`config.mk`:
```
export PLATFORM = sky130hd
export DESIGN_NAME = secp_port
export DESIGN_NICKNAME = d
export VERILOG_FILES = /design/src/core/secp_pkg.sv /design/src/core/secp_port.sv /design/src/core/secp_shifter.sv
export SDC_FILE = /design/constraint.sdc
export NUM_CORES = 1
export LEC_CHECK = 0
export BUFFER_PORTS_ARGS = -buffer_cell sky130_fd_sc_hd__buf_2
export CELL_PAD_IN_SITES_DETAIL_PLACEMENT = 1
export CELL_PAD_IN_SITES_GLOBAL_PLACEMENT = 1
export CORE_MARGIN = 10
export CORE_UTILIZATION = 45
export DETAILED_ROUTE_END_ITERATION = 8
export PLACE_DENSITY = 0.75
export SLEW_MARGIN = 15
export SYNTH_ARGS = -nofsm -noshare
export SYNTH_HDL_FRONTEND = slang
export SYNTH_SLANG_ARGS = --single-unit
```
`constraint.sdc`:
```
create_clock -name core_clk -period 5.7 [get_ports core_clk]
set_input_delay 0.57 -clock core_clk [delete_from_list [all_inputs] [get_ports core_clk]]
set_output_delay 0.57 -clock core_clk [all_outputs]
set_load 0.01 [all_outputs]
```
`src/core/secp_pkg.sv`:
```
// constants, field layout and types for the serial eeprom command port
package secp_pkg;
   localparam int unsigned AXI_AW = 12;
   localparam logic [11:0] CTRL_OFFS = 12'h260;
   localparam logic [11:0] BUF_OFFS = 12'h264;
   localparam logic [11:0] PART_OFFS = 12'h268;
   localparam logic [31:0] BUF_RESET = 32'h00000000;
   // control register field positions
   localparam int unsigned F_ADDR_LO = 0;
   localparam int unsigned F_ADDR_W = 13;
   localparam int unsigned F_CMD_LO = 13;
   localparam int unsigned F_PRES_LO = 16;
   localparam int unsigned F_PROG_LO = 18;
   localparam int unsigned F_ADDR_TOP = 20;
   localparam int unsigned F_CRC_DIS = 21;
   localparam int unsigned F_STAT_LO = 24;
   localparam int unsigned B_RDY = 0;
   localparam int unsigned B_WEN = 1;
   localparam int unsigned B_BP_LO = 2;
   localparam int unsigned B_WRS_LO = 4;
   localparam int unsigned B_WPEN = 7;
   // only bits 7,3,2 of the part status are writable
   localparam logic [7:0] STAT_WR_MASK = 8'h8C;
   // serial opcodes of the part
   localparam logic [7:0] OP_WRSR = 8'h01;
   localparam logic [7:0] OP_WRITE = 8'h02;
   localparam logic [7:0] OP_READ = 8'h03;
   localparam logic [7:0] OP_WRDI = 8'h04;
   localparam logic [7:0] OP_RDSR = 8'h05;
   localparam logic [7:0] OP_WREN = 8'h06;
   localparam logic [1:0] PRES_NONE = 2'h0;
   localparam logic [1:0] PRES_OK = 2'h1;
   localparam logic [1:0] PRES_CRC = 2'h3;
   localparam logic [1:0] PROG_DONE = 2'h0;
   localparam logic [1:0] PROG_BUSY = 2'h1;
   localparam logic [1:0] PROG_CRC = 2'h2;
   localparam logic [1:0] RESP_OKAY = 2'h0;
   localparam logic [1:0] RESP_SLVERR = 2'h2;
   localparam int unsigned SCK_HALF = 2;
   // bits per serial frame: nothing, opcode only, opcode and byte, write, read
   localparam logic [6:0] NB_NONE = 7'h00;
   localparam logic [6:0] NB_OP = 7'h08;
   localparam logic [6:0] NB_STAT = 7'h10;
   localparam logic [6:0] NB_WRITE = 7'h38;
   localparam logic [6:0] NB_READ = 7'h40;
   // check byte sits below the four data bytes in the captured bits
   localparam int unsigned RX_CRC_W = 8;
   typedef enum logic [2:0] {
      CMD_NONE = 3'h0,
      CMD_WRSTAT = 3'h1,
      CMD_WRITE = 3'h2,
      CMD_READ = 3'h3,
      CMD_WRDIS = 3'h4,
      CMD_RDSTAT = 3'h5,
      CMD_WREN = 3'h6,
      CMD_RSVD = 3'h7
   } secp_cmd_t;
endpackage : secp_pkg

```
`src/core/secp_port.sv`:
```
// serial eeprom command port: axi4-lite registers driving an spi eeprom
// Behaviour
// - 14-bit block address selects four-byte location
// - writing command field issues the command
// - code 010b writes buffer to eeprom
// - code 011b reads eeprom into buffer
// - code 001b sends status byte 31:24
// - only status bits 31,27,26 are written
// - code 101b reads part status into 31:24
// - 100b clears, 110b sets write latch
// - presence field 00b, 01b or 11b
// - progress 00b done, 01b busy, 10b crc
// - control bit 20 is address bit 13
// - bit 21 disables read crc check
// - bit 24 shows part ready flag
// - bit 25 shows write latch flag
// - write cycle status 000b when idle
// - status writable when latch and pin allow
// - status protected otherwise
// - 32-bit buffer moves exactly four bytes
module secp_port #(
   parameter logic [7:0] PART_ID = 8'h5A // identity byte, value arbitrary
) (
   input wire logic core_clk,
   input wire logic rst_n,
   input wire logic [11:0] s_axi_awaddr,
   input wire logic s_axi_awvalid,
   output logic s_axi_awready,
   input wire logic [31:0] s_axi_wdata,
   input wire logic [3:0] s_axi_wstrb,
   input wire logic s_axi_wvalid,
   output logic s_axi_wready,
   output logic [1:0] s_axi_bresp,
   output logic s_axi_bvalid,
   input wire logic s_axi_bready,
   input wire logic [11:0] s_axi_araddr,
   input wire logic s_axi_arvalid,
   output logic s_axi_arready,
   output logic [31:0] s_axi_rdata,
   output logic [1:0] s_axi_rresp,
   output logic s_axi_rvalid,
   input wire logic s_axi_rready,
   input wire logic eep_present,
   input wire logic eep_miso,
   output logic eep_sck,
   output logic eep_mosi,
   output logic eep_cs_n
);
   typedef enum logic [1:0] {
      SECP_IDLE = 2'b00,
      SECP_SHIFT = 2'b01,
      SECP_FINISH = 2'b11
   } secp_state_t;

   localparam int unsigned MAXB = 64;

   // crc over the four read bytes, polynomial x^8+x^2+x+1
   function automatic logic [7:0] secp_crc8(input logic [31:0] d);
      logic [7:0] c;
      c = 8'h00;
      for (int i = 31; i >= 0; i--) begin
         c = {c[6:0], 1'b0} ^ ((c[7] ^ d[i]) ? 8'h07 : 8'h00);
      end
      return c;
   endfunction : secp_crc8

   function automatic logic [31:0] secp_merge(input logic [31:0] old,
         input logic [31:0] nw, input logic [3:0] strb);
      logic [31:0] r;
      r = old;
      for (int i = 0; i < 4; i++) begin
         if (strb[i]) begin
            r[i*8 +: 8] = nw[i*8 +: 8];
         end
      end
      return r;
   endfunction : secp_merge

   logic [13:0] addr_ff, nxt_addr;
   logic [2:0] cmd_ff, nxt_cmd;
   logic crc_dis_ff, nxt_crc_dis;
   logic [7:0] stat_ff, nxt_stat;
   logic [1:0] prog_ff, nxt_prog;
   logic [1:0] pres_ff, nxt_pres;
   logic [31:0] buf_ff, nxt_buf;
   secp_state_t st_ff, nxt_st;
   logic start_ff, nxt_start;
   logic [MAXB-1:0] tx_ff, nxt_tx;
   logic [6:0] nbits_ff, nxt_nbits;
   logic awr_ff, nxt_awr, wr_ff, nxt_wr, bv_ff, nxt_bv;
   logic [11:0] awa_ff, nxt_awa;
   logic [31:0] wd_ff, nxt_wd;
   logic [3:0] ws_ff, nxt_ws;
   logic [1:0] br_ff, nxt_br;
   logic arr_ff, nxt_arr, rv_ff, nxt_rv;
   logic [31:0] rd_ff, nxt_rd;
   logic [1:0] rr_ff, nxt_rr;
   logic sh_done;
   logic [MAXB-1:0] sh_rx;
   logic [31:0] ctrl_view;

   secp_shifter #(.MAXB(MAXB)) u_shift (
      .core_clk(core_clk),
      .rst_n(rst_n),
      .start(start_ff),
      .tx_bits(tx_ff),
      .nbits(nbits_ff),
      .miso(eep_miso),
      .sck(eep_sck),
      .mosi(eep_mosi),
      .cs_n(eep_cs_n),
      .done(sh_done),
      .rx_bits(sh_rx)
   );

   always_comb begin
      ctrl_view = '0;
      ctrl_view[secp_pkg::F_ADDR_LO +: 13] = addr_ff[12:0];
      ctrl_view[secp_pkg::F_CMD_LO +: 3] = cmd_ff;
      ctrl_view[secp_pkg::F_PRES_LO +: 2] = pres_ff;
      ctrl_view[secp_pkg::F_PROG_LO +: 2] = prog_ff;
      ctrl_view[secp_pkg::F_ADDR_TOP] = addr_ff[13];
      ctrl_view[secp_pkg::F_CRC_DIS] = crc_dis_ff;
      ctrl_view[secp_pkg::F_STAT_LO +: 8] = stat_ff;
   end

   // axi write channel, register writes and command issue
   always_comb begin
      logic [31:0] cv;
      logic hit;
      cv = '0;
      hit = 1'b0;
      nxt_awr = awr_ff;
      nxt_wr = wr_ff;
      nxt_bv = bv_ff;
      nxt_awa = awa_ff;
      nxt_wd = wd_ff;
      nxt_ws = ws_ff;
      nxt_br = br_ff;
      nxt_addr = addr_ff;
      nxt_cmd = cmd_ff;
      nxt_crc_dis = crc_dis_ff;
      nxt_stat = stat_ff;
      nxt_prog = prog_ff;
      nxt_pres = eep_present ? ((pres_ff == secp_pkg::PRES_NONE) ? secp_pkg::PRES_OK
                                 : pres_ff) : secp_pkg::PRES_NONE;
      nxt_buf = buf_ff;
      nxt_st = st_ff;
      nxt_start = 1'b0;
      nxt_tx = tx_ff;
      nxt_nbits = nbits_ff;
      if (s_axi_awvalid && !awr_ff) begin
         nxt_awr = 1'b1;
         nxt_awa = s_axi_awaddr;
      end
      if (s_axi_wvalid && !wr_ff) begin
         nxt_wr = 1'b1;
         nxt_wd = s_axi_wdata;
         nxt_ws = s_axi_wstrb;
      end
      if (s_axi_bvalid && s_axi_bready) begin
         nxt_bv = 1'b0;
      end
      if (awr_ff && wr_ff && !bv_ff) begin
         nxt_awr = 1'b0;
         nxt_wr = 1'b0;
         nxt_bv = 1'b1;
         nxt_br = secp_pkg::RESP_OKAY;
         if (awa_ff == secp_pkg::CTRL_OFFS) begin
            cv = secp_merge(ctrl_view, wd_ff, ws_ff);
            nxt_addr = {cv[secp_pkg::F_ADDR_TOP], cv[secp_pkg::F_ADDR_LO +: 13]};
            nxt_crc_dis = cv[secp_pkg::F_CRC_DIS];
            nxt_stat = cv[secp_pkg::F_STAT_LO +: 8];
            // a command is only taken while idle; writes while busy leave it alone
            hit = ws_ff[1] && (st_ff == SECP_IDLE);
            if (hit) begin
               nxt_cmd = cv[secp_pkg::F_CMD_LO +: 3];
            end
         end else if (awa_ff == secp_pkg::BUF_OFFS) begin
            nxt_buf = secp_merge(buf_ff, wd_ff, ws_ff);
         end else if (awa_ff == secp_pkg::PART_OFFS) begin
            nxt_br = secp_pkg::RESP_OKAY;
         end else begin
            nxt_br = secp_pkg::RESP_SLVERR;
         end
      end
      // sequencer
      case (st_ff)
         SECP_IDLE: begin
            if (hit) begin
               nxt_nbits = secp_pkg::NB_OP;
               nxt_tx = '0;
               unique case (secp_pkg::secp_cmd_t'(cv[secp_pkg::F_CMD_LO +: 3]))
                  secp_pkg::CMD_WRSTAT: begin
                     nxt_nbits = secp_pkg::NB_STAT;
                     nxt_tx[MAXB-1 -: 16] = {secp_pkg::OP_WRSR,
                        cv[secp_pkg::F_STAT_LO +: 8] & secp_pkg::STAT_WR_MASK};
                  end
                  secp_pkg::CMD_WRITE: begin
                     nxt_nbits = secp_pkg::NB_WRITE;
                     nxt_tx[MAXB-1 -: 56] = {secp_pkg::OP_WRITE, nxt_addr, 2'b00, buf_ff};
                  end
                  secp_pkg::CMD_READ: begin
                     nxt_nbits = secp_pkg::NB_READ;
                     nxt_tx[MAXB-1 -: 24] = {secp_pkg::OP_READ, nxt_addr, 2'b00};
                  end
                  secp_pkg::CMD_WRDIS: nxt_tx[MAXB-1 -: 8] = secp_pkg::OP_WRDI;
                  secp_pkg::CMD_RDSTAT: begin
                     nxt_nbits = secp_pkg::NB_STAT;
                     nxt_tx[MAXB-1 -: 8] = secp_pkg::OP_RDSR;
                  end
                  secp_pkg::CMD_WREN: nxt_tx[MAXB-1 -: 8] = secp_pkg::OP_WREN;
                  default: nxt_nbits = secp_pkg::NB_NONE;
               endcase
               if (nxt_nbits != secp_pkg::NB_NONE) begin
                  nxt_start = 1'b1;
                  nxt_prog = secp_pkg::PROG_BUSY;
                  nxt_st = SECP_SHIFT;
               end
            end
         end
         SECP_SHIFT: begin
            if (sh_done) begin
               nxt_st = SECP_FINISH;
            end
         end
         SECP_FINISH: begin
            nxt_st = SECP_IDLE;
            nxt_prog = secp_pkg::PROG_DONE;
            if (cmd_ff == secp_pkg::CMD_READ) begin
               // data is the upper 32 bits of the last 40 clocked in; crc byte last
               nxt_buf = sh_rx[secp_pkg::RX_CRC_W +: 32];
               if (!crc_dis_ff && secp_crc8(sh_rx[secp_pkg::RX_CRC_W +: 32])
                     != sh_rx[secp_pkg::RX_CRC_W-1:0]) begin
                  nxt_prog = secp_pkg::PROG_CRC;
                  nxt_pres = secp_pkg::PRES_CRC;
               end else if (eep_present) begin
                  nxt_pres = secp_pkg::PRES_OK;
               end
            end else if (cmd_ff == secp_pkg::CMD_RDSTAT) begin
               nxt_stat = sh_rx[7:0];
            end
         end
         default: nxt_st = SECP_IDLE;
      endcase
   end

   // axi read channel
   always_comb begin
      nxt_arr = 1'b0;
      nxt_rv = rv_ff;
      nxt_rd = rd_ff;
      nxt_rr = rr_ff;
      if (s_axi_rvalid && s_axi_rready) begin
         nxt_rv = 1'b0;
      end
      if (s_axi_arvalid && !arr_ff && !rv_ff) begin
         nxt_arr = 1'b1;
         nxt_rv = 1'b1;
         nxt_rr = secp_pkg::RESP_OKAY;
         if (s_axi_araddr == secp_pkg::CTRL_OFFS) begin
            nxt_rd = ctrl_view;
         end else if (s_axi_araddr == secp_pkg::BUF_OFFS) begin
            nxt_rd = buf_ff;
         end else if (s_axi_araddr == secp_pkg::PART_OFFS) begin
            nxt_rd = {24'h000000, PART_ID};
         end else begin
            nxt_rd = '0;
            nxt_rr = secp_pkg::RESP_SLVERR;
         end
      end
   end

   always_ff @(posedge core_clk or negedge rst_n) begin
      if (!rst_n) begin
         addr_ff <= '0;
         cmd_ff <= '0;
         crc_dis_ff <= 1'b0;
         stat_ff <= '0;
         prog_ff <= secp_pkg::PROG_DONE;
         pres_ff <= secp_pkg::PRES_NONE;
         buf_ff <= secp_pkg::BUF_RESET;
         st_ff <= SECP_IDLE;
         start_ff <= 1'b0;
         tx_ff <= '0;
         nbits_ff <= '0;
         awr_ff <= 1'b0;
         wr_ff <= 1'b0;
         bv_ff <= 1'b0;
         awa_ff <= '0;
         wd_ff <= '0;
         ws_ff <= '0;
         br_ff <= '0;
         arr_ff <= 1'b0;
         rv_ff <= 1'b0;
         rd_ff <= '0;
         rr_ff <= '0;
      end else begin
         addr_ff <= nxt_addr;
         cmd_ff <= nxt_cmd;
         crc_dis_ff <= nxt_crc_dis;
         stat_ff <= nxt_stat;
         prog_ff <= nxt_prog;
         pres_ff <= nxt_pres;
         buf_ff <= nxt_buf;
         st_ff <= nxt_st;
         start_ff <= nxt_start;
         tx_ff <= nxt_tx;
         nbits_ff <= nxt_nbits;
         awr_ff <= nxt_awr;
         wr_ff <= nxt_wr;
         bv_ff <= nxt_bv;
         awa_ff <= nxt_awa;
         wd_ff <= nxt_wd;
         ws_ff <= nxt_ws;
         br_ff <= nxt_br;
         arr_ff <= nxt_arr;
         rv_ff <= nxt_rv;
         rd_ff <= nxt_rd;
         rr_ff <= nxt_rr;
      end
   end

   // awready/wready are registered "slot free" flags: high when nothing is held
   assign s_axi_awready = ~awr_ff;
   assign s_axi_wready = ~wr_ff;
   assign s_axi_bvalid = bv_ff;
   assign s_axi_bresp = br_ff;
   assign s_axi_arready = arr_ff;
   assign s_axi_rvalid = rv_ff;
   assign s_axi_rdata = rd_ff;
   assign s_axi_rresp = rr_ff;
endmodule : secp_port

```
`src/core/secp_shifter.sv`:
```
// spi mode 0 shift engine: sends tx bits msb first, captures rx bits
module secp_shifter #(
   parameter int unsigned MAXB = 64
) (
   input wire logic core_clk,
   input wire logic rst_n,
   input wire logic start,
   input wire logic [MAXB-1:0] tx_bits,
   input wire logic [6:0] nbits,
   input wire logic miso,
   output logic sck,
   output logic mosi,
   output logic cs_n,
   output logic done,
   output logic [MAXB-1:0] rx_bits
);
   logic [MAXB-1:0] sh_ff, nxt_sh;
   logic [MAXB-1:0] rx_ff, nxt_rx;
   logic [6:0] cnt_ff, nxt_cnt;
   logic [1:0] div_ff, nxt_div;
   logic busy_ff, nxt_busy;
   logic sck_ff, nxt_sck;
   logic done_ff, nxt_done;

   always_comb begin
      nxt_sh = sh_ff;
      nxt_rx = rx_ff;
      nxt_cnt = cnt_ff;
      nxt_div = div_ff;
      nxt_busy = busy_ff;
      nxt_sck = sck_ff;
      nxt_done = 1'b0;
      if (!busy_ff) begin
         if (start) begin
            nxt_sh = tx_bits;
            nxt_rx = '0;
            nxt_cnt = nbits;
            nxt_div = '0;
            nxt_busy = 1'b1;
         end
      end else if (div_ff == 2'(secp_pkg::SCK_HALF - 1)) begin
         nxt_div = '0;
         if (!sck_ff) begin
            nxt_sck = 1'b1;
            nxt_rx = {rx_ff[MAXB-2:0], miso};
         end else begin
            nxt_sck = 1'b0;
            nxt_sh = {sh_ff[MAXB-2:0], 1'b0};
            nxt_cnt = cnt_ff - 7'h01;
            if (cnt_ff == 7'h01) begin
               nxt_busy = 1'b0;
               nxt_done = 1'b1;
            end
         end
      end else begin
         nxt_div = div_ff + 2'h1;
      end
   end

   always_ff @(posedge core_clk or negedge rst_n) begin
      if (!rst_n) begin
         sh_ff <= '0;
         rx_ff <= '0;
         cnt_ff <= '0;
         div_ff <= '0;
         busy_ff <= 1'b0;
         sck_ff <= 1'b0;
         done_ff <= 1'b0;
      end else begin
         sh_ff <= nxt_sh;
         rx_ff <= nxt_rx;
         cnt_ff <= nxt_cnt;
         div_ff <= nxt_div;
         busy_ff <= nxt_busy;
         sck_ff <= nxt_sck;
         done_ff <= nxt_done;
      end
   end

   assign sck = sck_ff;
   assign mosi = sh_ff[MAXB-1];
   assign cs_n = ~busy_ff;
   assign done = done_ff;
   assign rx_bits = rx_ff;
endmodule : secp_shifter

```
==> results of run 1 <==
state kept, by name (all words and copies together), names as in the netlist, 2 cells and up, named ones only:
name / flops
cmd_ff: 3
u_shift.sh_ff: 56
buf_ff: 32
awa_ff: 12
s_axi_rdata: 32
st_ff: 2
wd_ff: 32
pres_ff: 2
stat_ff: 8
tx_ff: 49
addr_ff: 14
u_shift.cnt_ff: 7
ws_ff: 4
prog_ff: 2
nbits_ff: 4
u_shift.div_ff: 2
u_shift.rx_bits: 40
cells in the final DEF (no fill, tap or decap), drive strengths merged, types with 5 or more instances in the layout:
cell,Yosys,final
a21oi,52,52
a221oi,27,27
a22o,32,32
and2,5,5
buf,9,126
clkbuf,74,50
clkinv,1,8
dfrtp,313,313
ha,5,5
inv,18,20
mux2,63,63
mux2i,95,95
nand2,211,211
nand3,12,12
nor2,115,115
nor3,9,9
o21ai,123,123
xnor2,35,35
xnor3,22,22
xor2,18,18
critical path, cell delays in order (launching register included):
cell and delay [ns]:
dfrtp_1 0.38, nand3b_1 0.28, or3_1 0.39, nor2_1 0.58
nand2_1 0.37, o21ai_0 0.47, nor2b_1 0.44, nor3b_1 0.25
a21oi_1 0.09
cell families after synthesis:
kind of cell,after synthesis,share of synthesized area [%]
muxes,158,11.72
AOI/OAI and AO/OA,259,11.22
DFF,313,55.31
and+or+nand+nor,379,11.00
buffers and inverters,102,2.836
xor gates and xnor gates,79,7.448
adders and majority gates,5,0.4417
other,1,0.02648
worst max path at each step:
| stage | end | cells past startpoint | from |
|---|---|---|---|
| floorplan | pres_ff[1]$_DFF_PN0_ | 9 | u_shift.rx_bits[32]$_DFFE_PN0P_ |
| CTS | prog_ff[1]$_DFFE_PN0P_ | 8 | s_axi_bvalid$_DFFE_PN0P_ |
| global placement | prog_ff[1]$_DFFE_PN0P_ | 8 | awa_ff[8]$_DFFE_PN0P_ |
| detailed placement | prog_ff[1]$_DFFE_PN0P_ | 8 | s_axi_bvalid$_DFFE_PN0P_ |
| global route | prog_ff[1]$_DFFE_PN0P_ | 8 | wr_ff$_DFFE_PN0P_ |
| finish | prog_ff[1]$_DFFE_PN0P_ | 8 | s_axi_bvalid$_DFFE_PN0P_ |
cell type report:
class                   count  area (sq um)  area share (%)
well taps                 396         495.5           3.045
repair buffers            126         713.2           4.383
clock inverters            13         150.1          0.9227
inverters                  19         71.32          0.4383
clock buffers              50          1035           6.359
flip-flops and latches    313          7834           48.14
diodes                      1         2.502         0.01538
multi-input cells         882          5972           36.70
per-stage QoR:
stage / utilization, % / area [sq um] / power, mW / setup WS [ns] / hold slack, ns
after floorplan: - / 14170 / 3.205 / 2.679 / 0.2744
after global placement: 48.84 / 15060 / 3.592 / 2.506 / 0.4510
after detailed placement: 48.84 / 15060 / 3.641 / 2.335 / 0.4511
after CTS: 52.69 / 16240 / 5.986 / 2.300 / 0.1082
after global routing: 52.78 / 16270 / 6.196 / 2.008 / 0.1071
final: 52.78 / 16270 / 5.926 / 2.334 / 0.05893
synthesized netlist by cell type, drive strengths merged, types with 3 or more instances:
cell type / n / area share (%)
a2bb2oi: 3 / 0.19
nand3: 12 / 0.42
dfrtp: 313 / 55
o21ai: 123 / 4.3
a31oi: 4 / 0.18
buf: 9 / 0.37
xnor3: 22 / 3.5
and3: 4 / 0.18
nor2b: 3 / 0.13
a22o: 32 / 2.0
nand2: 211 / 5.6
mux2: 63 / 5.0
inv: 18 / 0.48
ha: 5 / 0.44
a21oi: 52 / 1.8
mux2i: 95 / 6.7
a22oi: 4 / 0.21
xnor2: 35 / 2.2
nor4: 3 / 0.13
clkbuf: 74 / 2.0
xor3: 4 / 0.67
and2: 5 / 0.22
o21a: 3 / 0.16
nor3: 9 / 0.32
xor2: 18 / 1.1
a221oi: 27 / 1.7
nand4b: 4 / 0.25
nor4b: 4 / 0.25
nor2: 115 / 3.0
per-layer routing:
layer / GRT usage [%] / part of all wire (%)
met5: 0 / 0
met4: 5.412 / 2.1
met3: 3.526 / 4.4
met2: 34.67 / 50
met1: 26.05 / 43
report_power, final:
group,internal (mW),total [mW],switching [mW]
clock,1.40,2.33,0.923
combinational,0.376,0.813,0.437
sequential,2.51,2.78,0.274
==> flow_metrics.env, run 1 <==
export IMPL_root_buffer="clkbuf_16"
export IMPL_grt_max_degree=190
export IMPL_drive_gt1_share_pct=18.32
export IMPL_yosys_warnings=0
export IMPL_cts_buffers=36
export IMPL_critPathLaunchType="flop"
export IMPL_hold_class="input port to asynchronous set/reset pin"
export IMPL_die_area_sq_um=38970
export IMPL_crit_type="flop to flop"
export IMPL_area_growth_pct=14.90
export IMPL_end_kind="flop"
export IMPL_status="complete, no violations"
export IMPL_tns_ns=0
export IMPL_setup_viol=0
export IMPL_gr_usage_all_layers_pct=20.28
export IMPL_tightest_slew_ns=1.159
export IMPL_skew_ns=0.01830
export IMPL_ir_drop_mv=0.2364
export IMPL_ys_flop_type="dfrtp_1"
export IMPL_drcViolationCount=0
export IMPL_max_cap_viol_count=0
export IMPL_finalWirelength_mm=39.43
export IMPL_cellPowerDensity_nw_per_um2=364.1
export IMPL_fillers=3286
export IMPL_rrSetupSlack_ns=2.33
export IMPL_yosysUniqueCellTypes=48
export IMPL_synth_yosys_seq_area_share_pct=55.31
export IMPL_synthArstFlopShare_pct=100.0
export IMPL_clock_latency_ns=0.52
export IMPL_postCtsSetupRepairBufs=0
export IMPL_cts_resized=0
export IMPL_die_w_microns=197.4
export IMPL_cts_hold_buf=0
export IMPL_vias_per_cell=5.583
export IMPL_fin_crit_sh_pct=59.06
export IMPL_clockBufferDepth=3
export IMPL_final_hold_viol_count=0
export IMPL_vias=10049
export IMPL_rows=64
export IMPL_crit_fanout=9
export IMPL_p_leak_nw=7.602
export IMPL_post_place_cells=1735
export IMPL_nNetsFinal=1452
export IMPL_tritoncts="done"
export IMPL_slew_viol_final=0
export IMPL_antenna_found_initial=1
export IMPL_gp_congestion=0.8510
export IMPL_critPathRequiredTime_ns=6.09
export IMPL_syn_area_sq_um=14160
export IMPL_grt_pass1_wl_mm=62.56
export IMPL_syn_area_per_cell_sq_um=10.93
export IMPL_synth_cells=1296
export IMPL_die_h_microns=197.4
export IMPL_wl_per_cell_microns=21.91
export IMPL_finalCriticalPeriod_ns=3.366
export IMPL_r2r_start="s_axi_bvalid$_DFFE_PN0P_"
export IMPL_grt_pass1_vias=10838
export IMPL_drtAntennaViolNets=0
export IMPL_reg2reg_to="prog_ff[1]$_DFFE_PN0P_"
export IMPL_coreArea_sq_um=30830
export IMPL_crit_arrival_ns=3.76
export IMPL_synth_edff_count=0
export IMPL_dp_hpwl_mm=26.61
export IMPL_port_buffers=110
export IMPL_initial_utilization_pct=45.94
export IMPL_dr_pass1_iters=6
export IMPL_htree_levels=2
export IMPL_cts_sinks=313
export IMPL_fin_cells=1800
export IMPL_ios=113
export IMPL_overflow=0
export IMPL_first_iter_violations=670
export IMPL_reg2regPathDepth=8
export IMPL_path_clk_slew_ns=0.06
export IMPL_synth_seq_cells=313
export IMPL_max_freq_mhz=297.1
export IMPL_rsz0062_at_grt="false"
export IMPL_max_slew_margin_pct=22.01
Note: power is estimated with default switching activity, not from simulation.
==> run 2, diff against run 1 <==
==> constraint.sdc (replaced) <==
create_clock -name core_clk -period 3.34 [get_ports core_clk]
set_input_delay 0.334 -clock core_clk [delete_from_list [all_inputs] [get_ports core_clk]]
set_output_delay 0.334 -clock core_clk [all_outputs]
set_load 0.01 [all_outputs]
==> run 2 against run 1 <==
Critical path depth is the same. Non-clock buffer count grew 20. Flip-flop and latch count is the same. Power grew 69%. Core utilization grew 0.51 points. Via count grew 1.3%. Die area is the same. Clock skew grew 0.0026 ns. Sequential power grew 71%. Clock power grew 67%. Cell count grew 1.0%. Sequential share of layout area shrank 0.45 points. Highest routed layer is now met5. Largest cell class unchanged.
==> flow_metrics.env, run 2 (synthesis results as in run 1) <==
export IMPL_path_cells="xnor3_1, xor3_1, xnor3_1, xnor3_1, or3_1, a211o_1, a211oi_1, o31ai_1"
export IMPL_finalCriticalPeriod_ns=3.165
export IMPL_setup_viol=0
export IMPL_drive_gt1_share_pct=19.13
export IMPL_reg2regPathDepth=8
export IMPL_antenna_found_initial=1
export IMPL_post_route_util_pct=53.30
export IMPL_combPwrFrac_pct=14.0
export IMPL_area_growth_pct=16.02
export IMPL_clock_latency_ns=0.52
export IMPL_fin_crit_sh_pct=94.76
export IMPL_cts_buffers=35
export IMPL_die_area_sq_um=38970
export IMPL_tightest_slew_ns=0.9867
export IMPL_tns_ns=0
export IMPL_largest_reg_flops=56
export IMPL_p_sw_share_pct=27.27
export IMPL_path_clk_slew_ns=0.06
export IMPL_port_buffers=110
export IMPL_grt_pass1_wl_mm=63.92
export IMPL_htree_levels=2
export IMPL_rrSetupSlack_ns=0.18
export IMPL_die_h_microns=197.4
export IMPL_crit_arrival_ns=3.52
export IMPL_reg2reg_to="pres_ff[1]$_DFF_PN0_"
export IMPL_first_iter_violations=528
export IMPL_seqPwrFrac_pct=47.2
export IMPL_gp_congestion=0.8823
export IMPL_crit_buf_inv=0
export IMPL_finalWirelength_mm=39.90
export IMPL_max_freq_mhz=316.0
export IMPL_dr_pass1_iters=5
export IMPL_hold_class="input port to flop"
export IMPL_nNetsFinal=1471
export IMPL_overflow=0
export IMPL_cts_sinks=313
export IMPL_layout_common_cells="311 x dfrtp_1, 210 x nand2_1, 122 x o21ai_0, 113 x nor2_1, 109 x buf_2"
export IMPL_intPower_mw=7.291
export IMPL_r2r_start="u_shift.rx_bits[32]$_DFFE_PN0P_"
export IMPL_gr_usage_all_layers_pct=20.68
export IMPL_critPathMaxStageDelay_ns=0.46
export IMPL_worstSetupPathDepth=8
export IMPL_switchingPower_mw=2.735
export IMPL_wl_per_cell_microns=21.95
export IMPL_top_register="u_shift.sh_ff"
export IMPL_tritoncts="done"
export IMPL_max_cap_viol_count=0
export IMPL_crit_fanout=6
export IMPL_layout_commonest_cell="dfrtp_1"
export IMPL_p_clk_share_pct=38.8
export IMPL_holdPathStages=2
export IMPL_drcViolationCount=0
export IMPL_initial_utilization_pct=45.94
export IMPL_max_slew_margin_pct=34.08
export IMPL_coreArea_sq_um=30830
export IMPL_slew_viol_final=0
export IMPL_critPathLaunchType="flop"
export IMPL_vias=10182
export IMPL_vias_per_cell=5.601
export IMPL_status="complete, no violations"
export IMPL_min_to="s_axi_bvalid$_DFFE_PN0P_"
export IMPL_hold_path_startpoint="s_axi_bready"
export IMPL_n_antenna_cell=0
export IMPL_dp_hpwl_mm=27.36
export IMPL_grt_max_degree=113
export IMPL_rows=64
export IMPL_drtAntennaViolNets=0
export IMPL_ios=113
export IMPL_crit_type="flop to flop"
export IMPL_p_leak_nw=7.701
export IMPL_rsz0062_at_grt="false"
export IMPL_path_delay_family="XOR/XNOR gates"
export IMPL_ir_drop_mv=0.4717
export IMPL_die_w_microns=197.4
export IMPL_critPathRequiredTime_ns=3.70
export IMPL_final_hold_viol_count=0
export IMPL_skew_ns=0.02089
export IMPL_critPathMostFrequentCell="xnor3_1"
export IMPL_root_buffer="clkbuf_16"
export IMPL_cpMaxStageDelayCell="xnor3_1"
export IMPL_grt_pass1_vias=11364
export IMPL_clockBufferDepth=3
export IMPL_cellPowerDensity_nw_per_um2=610.2
export IMPL_end_kind="flop"
run 2: cell types whose count changed in the layout (fill, tap and decap cells not counted):
cell,previous run,this run
dlygate4sd3_1,0,2
clkinvlp_4,1,0
buf_12,1,5
clkbuf_1,7,10
clkbuf_8,6,8
bufinv_16,3,2
dfrtp_2,1,2
inv_6,2,0
buf_4,14,29
dfrtp_1,312,311
buf_16,1,0
clkinv_2,7,5
diode_2,1,0
run 2: worst max-delay path by stage:
stage | startpoint | endpoint | slack (ns)
2_1_floorplan | u_shift.rx_bits[32]$_DFFE_PN0P_ | pres_ff[1]$_DFF_PN0_ | 0.32
3_3_place_gp | u_shift.rx_bits[32]$_DFFE_PN0P_ | prog_ff[1]$_DFFE_PN0P_ | 0.17
3_5_place_dp | u_shift.rx_bits[32]$_DFFE_PN0P_ | pres_ff[1]$_DFF_PN0_ | 0.12
4_1_cts | u_shift.rx_bits[32]$_DFFE_PN0P_ | pres_ff[1]$_DFF_PN0_ | 0.11
5_1_grt | u_shift.rx_bits[32]$_DFFE_PN0P_ | prog_ff[1]$_DFFE_PN0P_ | 0.009
6_report | u_shift.rx_bits[32]$_DFFE_PN0P_ | pres_ff[1]$_DFF_PN0_ | 0.18
run 2: cell type report:
type | count | area (sq um)
Clock inverter | 7 | 85.08
Inverter | 19 | 71.32
Fill cell | 3322 | 14400
Timing Repair Buffer | 146 | 898.4
Sequential cell | 313 | 7835
Multi-Input combinational cell | 882 | 5972
Clock buffer | 55 | 1074
Tap cell | 396 | 495.5
run 2: metal layers:
layer  GRT usage [%]  wire length, microns
met5               0                    13
met4           6.323                  1015
met3           3.083                  1851
met2           35.37                 20020
met1           26.59                 17000
run 2: repair_timing:
action                                  in CTS  in global routing
endpoints found under the setup margin       0                  3
endpoints found under the hold margin      107                  0
buffers inserted                             0                  0
hold buffers                                 2                  0
resized for setup                            0                  1
run 2: metrics by stage:
step	hold WS (ns)	power, mW	cell area [sq um]	setup slack [ns]	instances
final	0.006865	10.03	16430	0.1752	1818
after global routing	0.009591	10.49	16430	0.009065	1818
after CTS	0.0003543	10.14	16430	0.1051	1818
after detailed placement	0.4549	6.225	15250	0.1214	1754
after global placement	0.4490	6.141	15250	0.1701	1754
after floorplan	0.03841	5.470	14170	0.3188	1297
run 2: power groups by stage:
stage | combinational, mW | clock (mW) | sequential (mW)
2_1_floorplan | 0.802 | 0 | 4.67
3_3_place_gp | 1.37 | 0 | 4.77
3_5_place_dp | 1.42 | 0 | 4.80
4_1_cts | 1.44 | 3.96 | 4.74
5_1_grt | 1.56 | 4.13 | 4.80
6_report | 1.40 | 3.89 | 4.74
==> run 3, diff against run 2 <==
--- a/config.mk
+++ b/config.mk
@@ -12,6 +12,7 @@
 export CORE_UTILIZATION = 45
 export DETAILED_ROUTE_END_ITERATION = 8
 export PLACE_DENSITY = 0.75
+export REMOVE_ABC_BUFFERS = 1
 export SLEW_MARGIN = 15
 export SYNTH_ARGS = -nofsm -noshare
 export SYNTH_HDL_FRONTEND = slang
==> constraint.sdc (replaced) <==
create_clock -name core_clk -period 3.34 [get_ports core_clk]
set_input_delay 0.167 -clock core_clk [delete_from_list [all_inputs] [get_ports core_clk]]
set_output_delay 0.167 -clock core_clk [all_outputs]
set_load 0.01 [all_outputs]
==> run 3 against run 2 <==
Sequential power about the same. Critical path type unchanged. Hold slack better by 0.079 ns. Via count up 2.8%. Clock power up 5%. Largest cell class unchanged.
==> flow_metrics.env, run 3 (synthesis results as in run 1) <==
export IMPL_grt_max_degree=106
export IMPL_gp_congestion=0.8628
export IMPL_post_route_util_pct=55.10
export IMPL_cts_sinks=313
export IMPL_crit_type="flop to flop"
export IMPL_cts_hold_buf=55
export IMPL_cellPowerDensity_nw_per_um2=605.0
export IMPL_vias=10465
export IMPL_port_buffers=110
export IMPL_tightest_slew_ns=1.110
export IMPL_max_slew_margin_pct=25.86
export IMPL_top_register="u_shift.sh_ff"
export IMPL_final_hold_viol_count=0
export IMPL_critPathRequiredTime_ns=3.72
export IMPL_n_antenna_cell=0
export IMPL_holdWs_ns=0.08554
export IMPL_grt_pass1_wl_mm=67.36
export IMPL_tritoncts="done"
export IMPL_cts_resized=0
export IMPL_cpMaxStageDelayCell="dfrtp_1"
export IMPL_clock_latency_ns=0.52
export IMPL_rows=64
export IMPL_p_total_mw=10.28
export IMPL_crit_fanout=8
export IMPL_coreArea_sq_um=30830
export IMPL_fillers=3235
export IMPL_layout_commonest_cell="dfrtp_1"
export IMPL_skew_ns=0.01872
export IMPL_drtAntennaViolNets=0
export IMPL_path_cells="xnor3_1, xnor3_1, xnor3_1, xnor3_1, or3_1, a211o_1, a211oi_1, o31ai_1"
export IMPL_status="complete, no violations"
export IMPL_clockBufferDepth=3
export IMPL_critPathMostFrequentCell="xnor3_1"
export IMPL_critPathMaxStageDelay_ns=0.54
export IMPL_first_iter_violations=594
export IMPL_end_kind="flop"
export IMPL_vias_per_cell=5.599
export IMPL_reg2regPathDepth=8
export IMPL_finalWirelength_mm=41.78
export IMPL_drive_gt1_share_pct=18.60
export IMPL_root_buffer="clkbuf_16"
export IMPL_postCtsSetupRepairBufs=0
export IMPL_wl_per_cell_microns=22.35
export IMPL_setup_viol=0
export IMPL_die_h_microns=197.4
export IMPL_overflow=0
export IMPL_antenna_found_initial=1
export IMPL_nNetsFinal=1524
export IMPL_path_clk_slew_ns=0.06
export IMPL_largest_reg_flops=56
export IMPL_tns_ns=0
export IMPL_grt_pass1_vias=11568
export IMPL_rsz0062_at_grt="false"
export IMPL_max_cap_viol_count=0
export IMPL_ir_drop_mv=0.4687
export IMPL_fin_crit_sh_pct=94.59
export IMPL_layout_common_cells="312 x dfrtp_1, 210 x nand2_1, 122 x o21ai_0, 113 x nor2_1, 109 x buf_2"
export IMPL_critPathLaunchType="flop"
export IMPL_final_area_sq_um=16990
export IMPL_die_w_microns=197.4
export IMPL_slew_viol_final=0
export IMPL_place_area_sq_um=15220
export IMPL_finalCriticalPeriod_ns=3.159
export IMPL_hold_class="input port to flop"
export IMPL_initial_utilization_pct=45.94
export IMPL_cts_buffers=36
export IMPL_ios=113
export IMPL_holdPathStages=3
export IMPL_dp_hpwl_mm=26.84
export IMPL_gr_usage_all_layers_pct=21.98
export IMPL_die_area_sq_um=38970
export IMPL_htree_levels=2
export IMPL_dr_pass1_iters=5
export IMPL_area_growth_pct=19.94
export IMPL_p_leak_nw=7.934
export IMPL_drcViolationCount=0
export IMPL_crit_arrival_ns=3.54
export IMPL_max_freq_mhz=316.5
## run 3: cell types whose count changed in the layout (fill, tap and decap cells not counted), moves of 2 or more
cell | before | now
clkbuf_8 | 8 | 11
buf_12 | 5 | 3
dlygate4sd3_1 | 2 | 55
clkbuf_1 | 10 | 5
clkinv_2 | 5 | 3
## run 3: cell type report
class / instances / area (sq um) / area share (%)
Tap cell: 396 / 495.5 / 2.917
Multi-Input combinational cell: 882 / 5972 / 35.16
Inverter: 19 / 71.32 / 0.4199
Sequential cell: 313 / 7834 / 46.12
Timing Repair Buffer: 198 / 1396 / 8.220
Clock buffer: 53 / 1096 / 6.453
Clock inverter: 8 / 121.4 / 0.7145
## run 3: through the flow
step                      setup WS, ns  std cells
after global placement          0.2618       1753
after floorplan                 -2.800       1214
after detailed placement        0.1941       1753
after global routing           0.02346       1869
final                           0.1806       1869
after CTS                       0.1824       1869
## run 3: final timing paths
path	end	start	slack [ns]
worst min register to register	tx_ff[42]$_DFFE_PN0P_	tx_ff[42]$_DFFE_PN0P_	0.46
min in group asynchronous	awa_ff[11]$_DFFE_PN0P_	rst_n	0.32
worst max register to register	pres_ff[1]$_DFF_PN0_	u_shift.rx_bits[38]$_DFFE_PN0P_	0.18
worst max-delay path	pres_ff[1]$_DFF_PN0_	u_shift.rx_bits[38]$_DFFE_PN0P_	0.18
worst min-delay path	s_axi_rdata[3]$_DFFE_PN0P_	s_axi_araddr[3]	0.09
max in group asynchronous	s_axi_rresp[1]$_DFFE_PN0P_	rst_n	1.98
## run 3: where the power goes
group	switching [mW]	total [mW]	internal, mW
Combinational	0.786	1.49	0.705
Sequential	0.429	4.71	4.28
Clock	1.58	4.07	2.50
## run 3: routing by layer
layer  wire length (microns)  up-vias  GRT usage, %
met2                   21120      206         37.80
met4                    1142        0         7.092
met1                   17890     5401         27.96
li1                        -     4783             -
met3                    1625       75         3.254
met5                       0        -             0
## run 3: critical path: cells and delay by family, from the launching register on
kind            cells  cell delay, ns
simple gates        1            0.36
flops               1            0.54
compound gates      3            0.59
xor+xnor            4            1.55
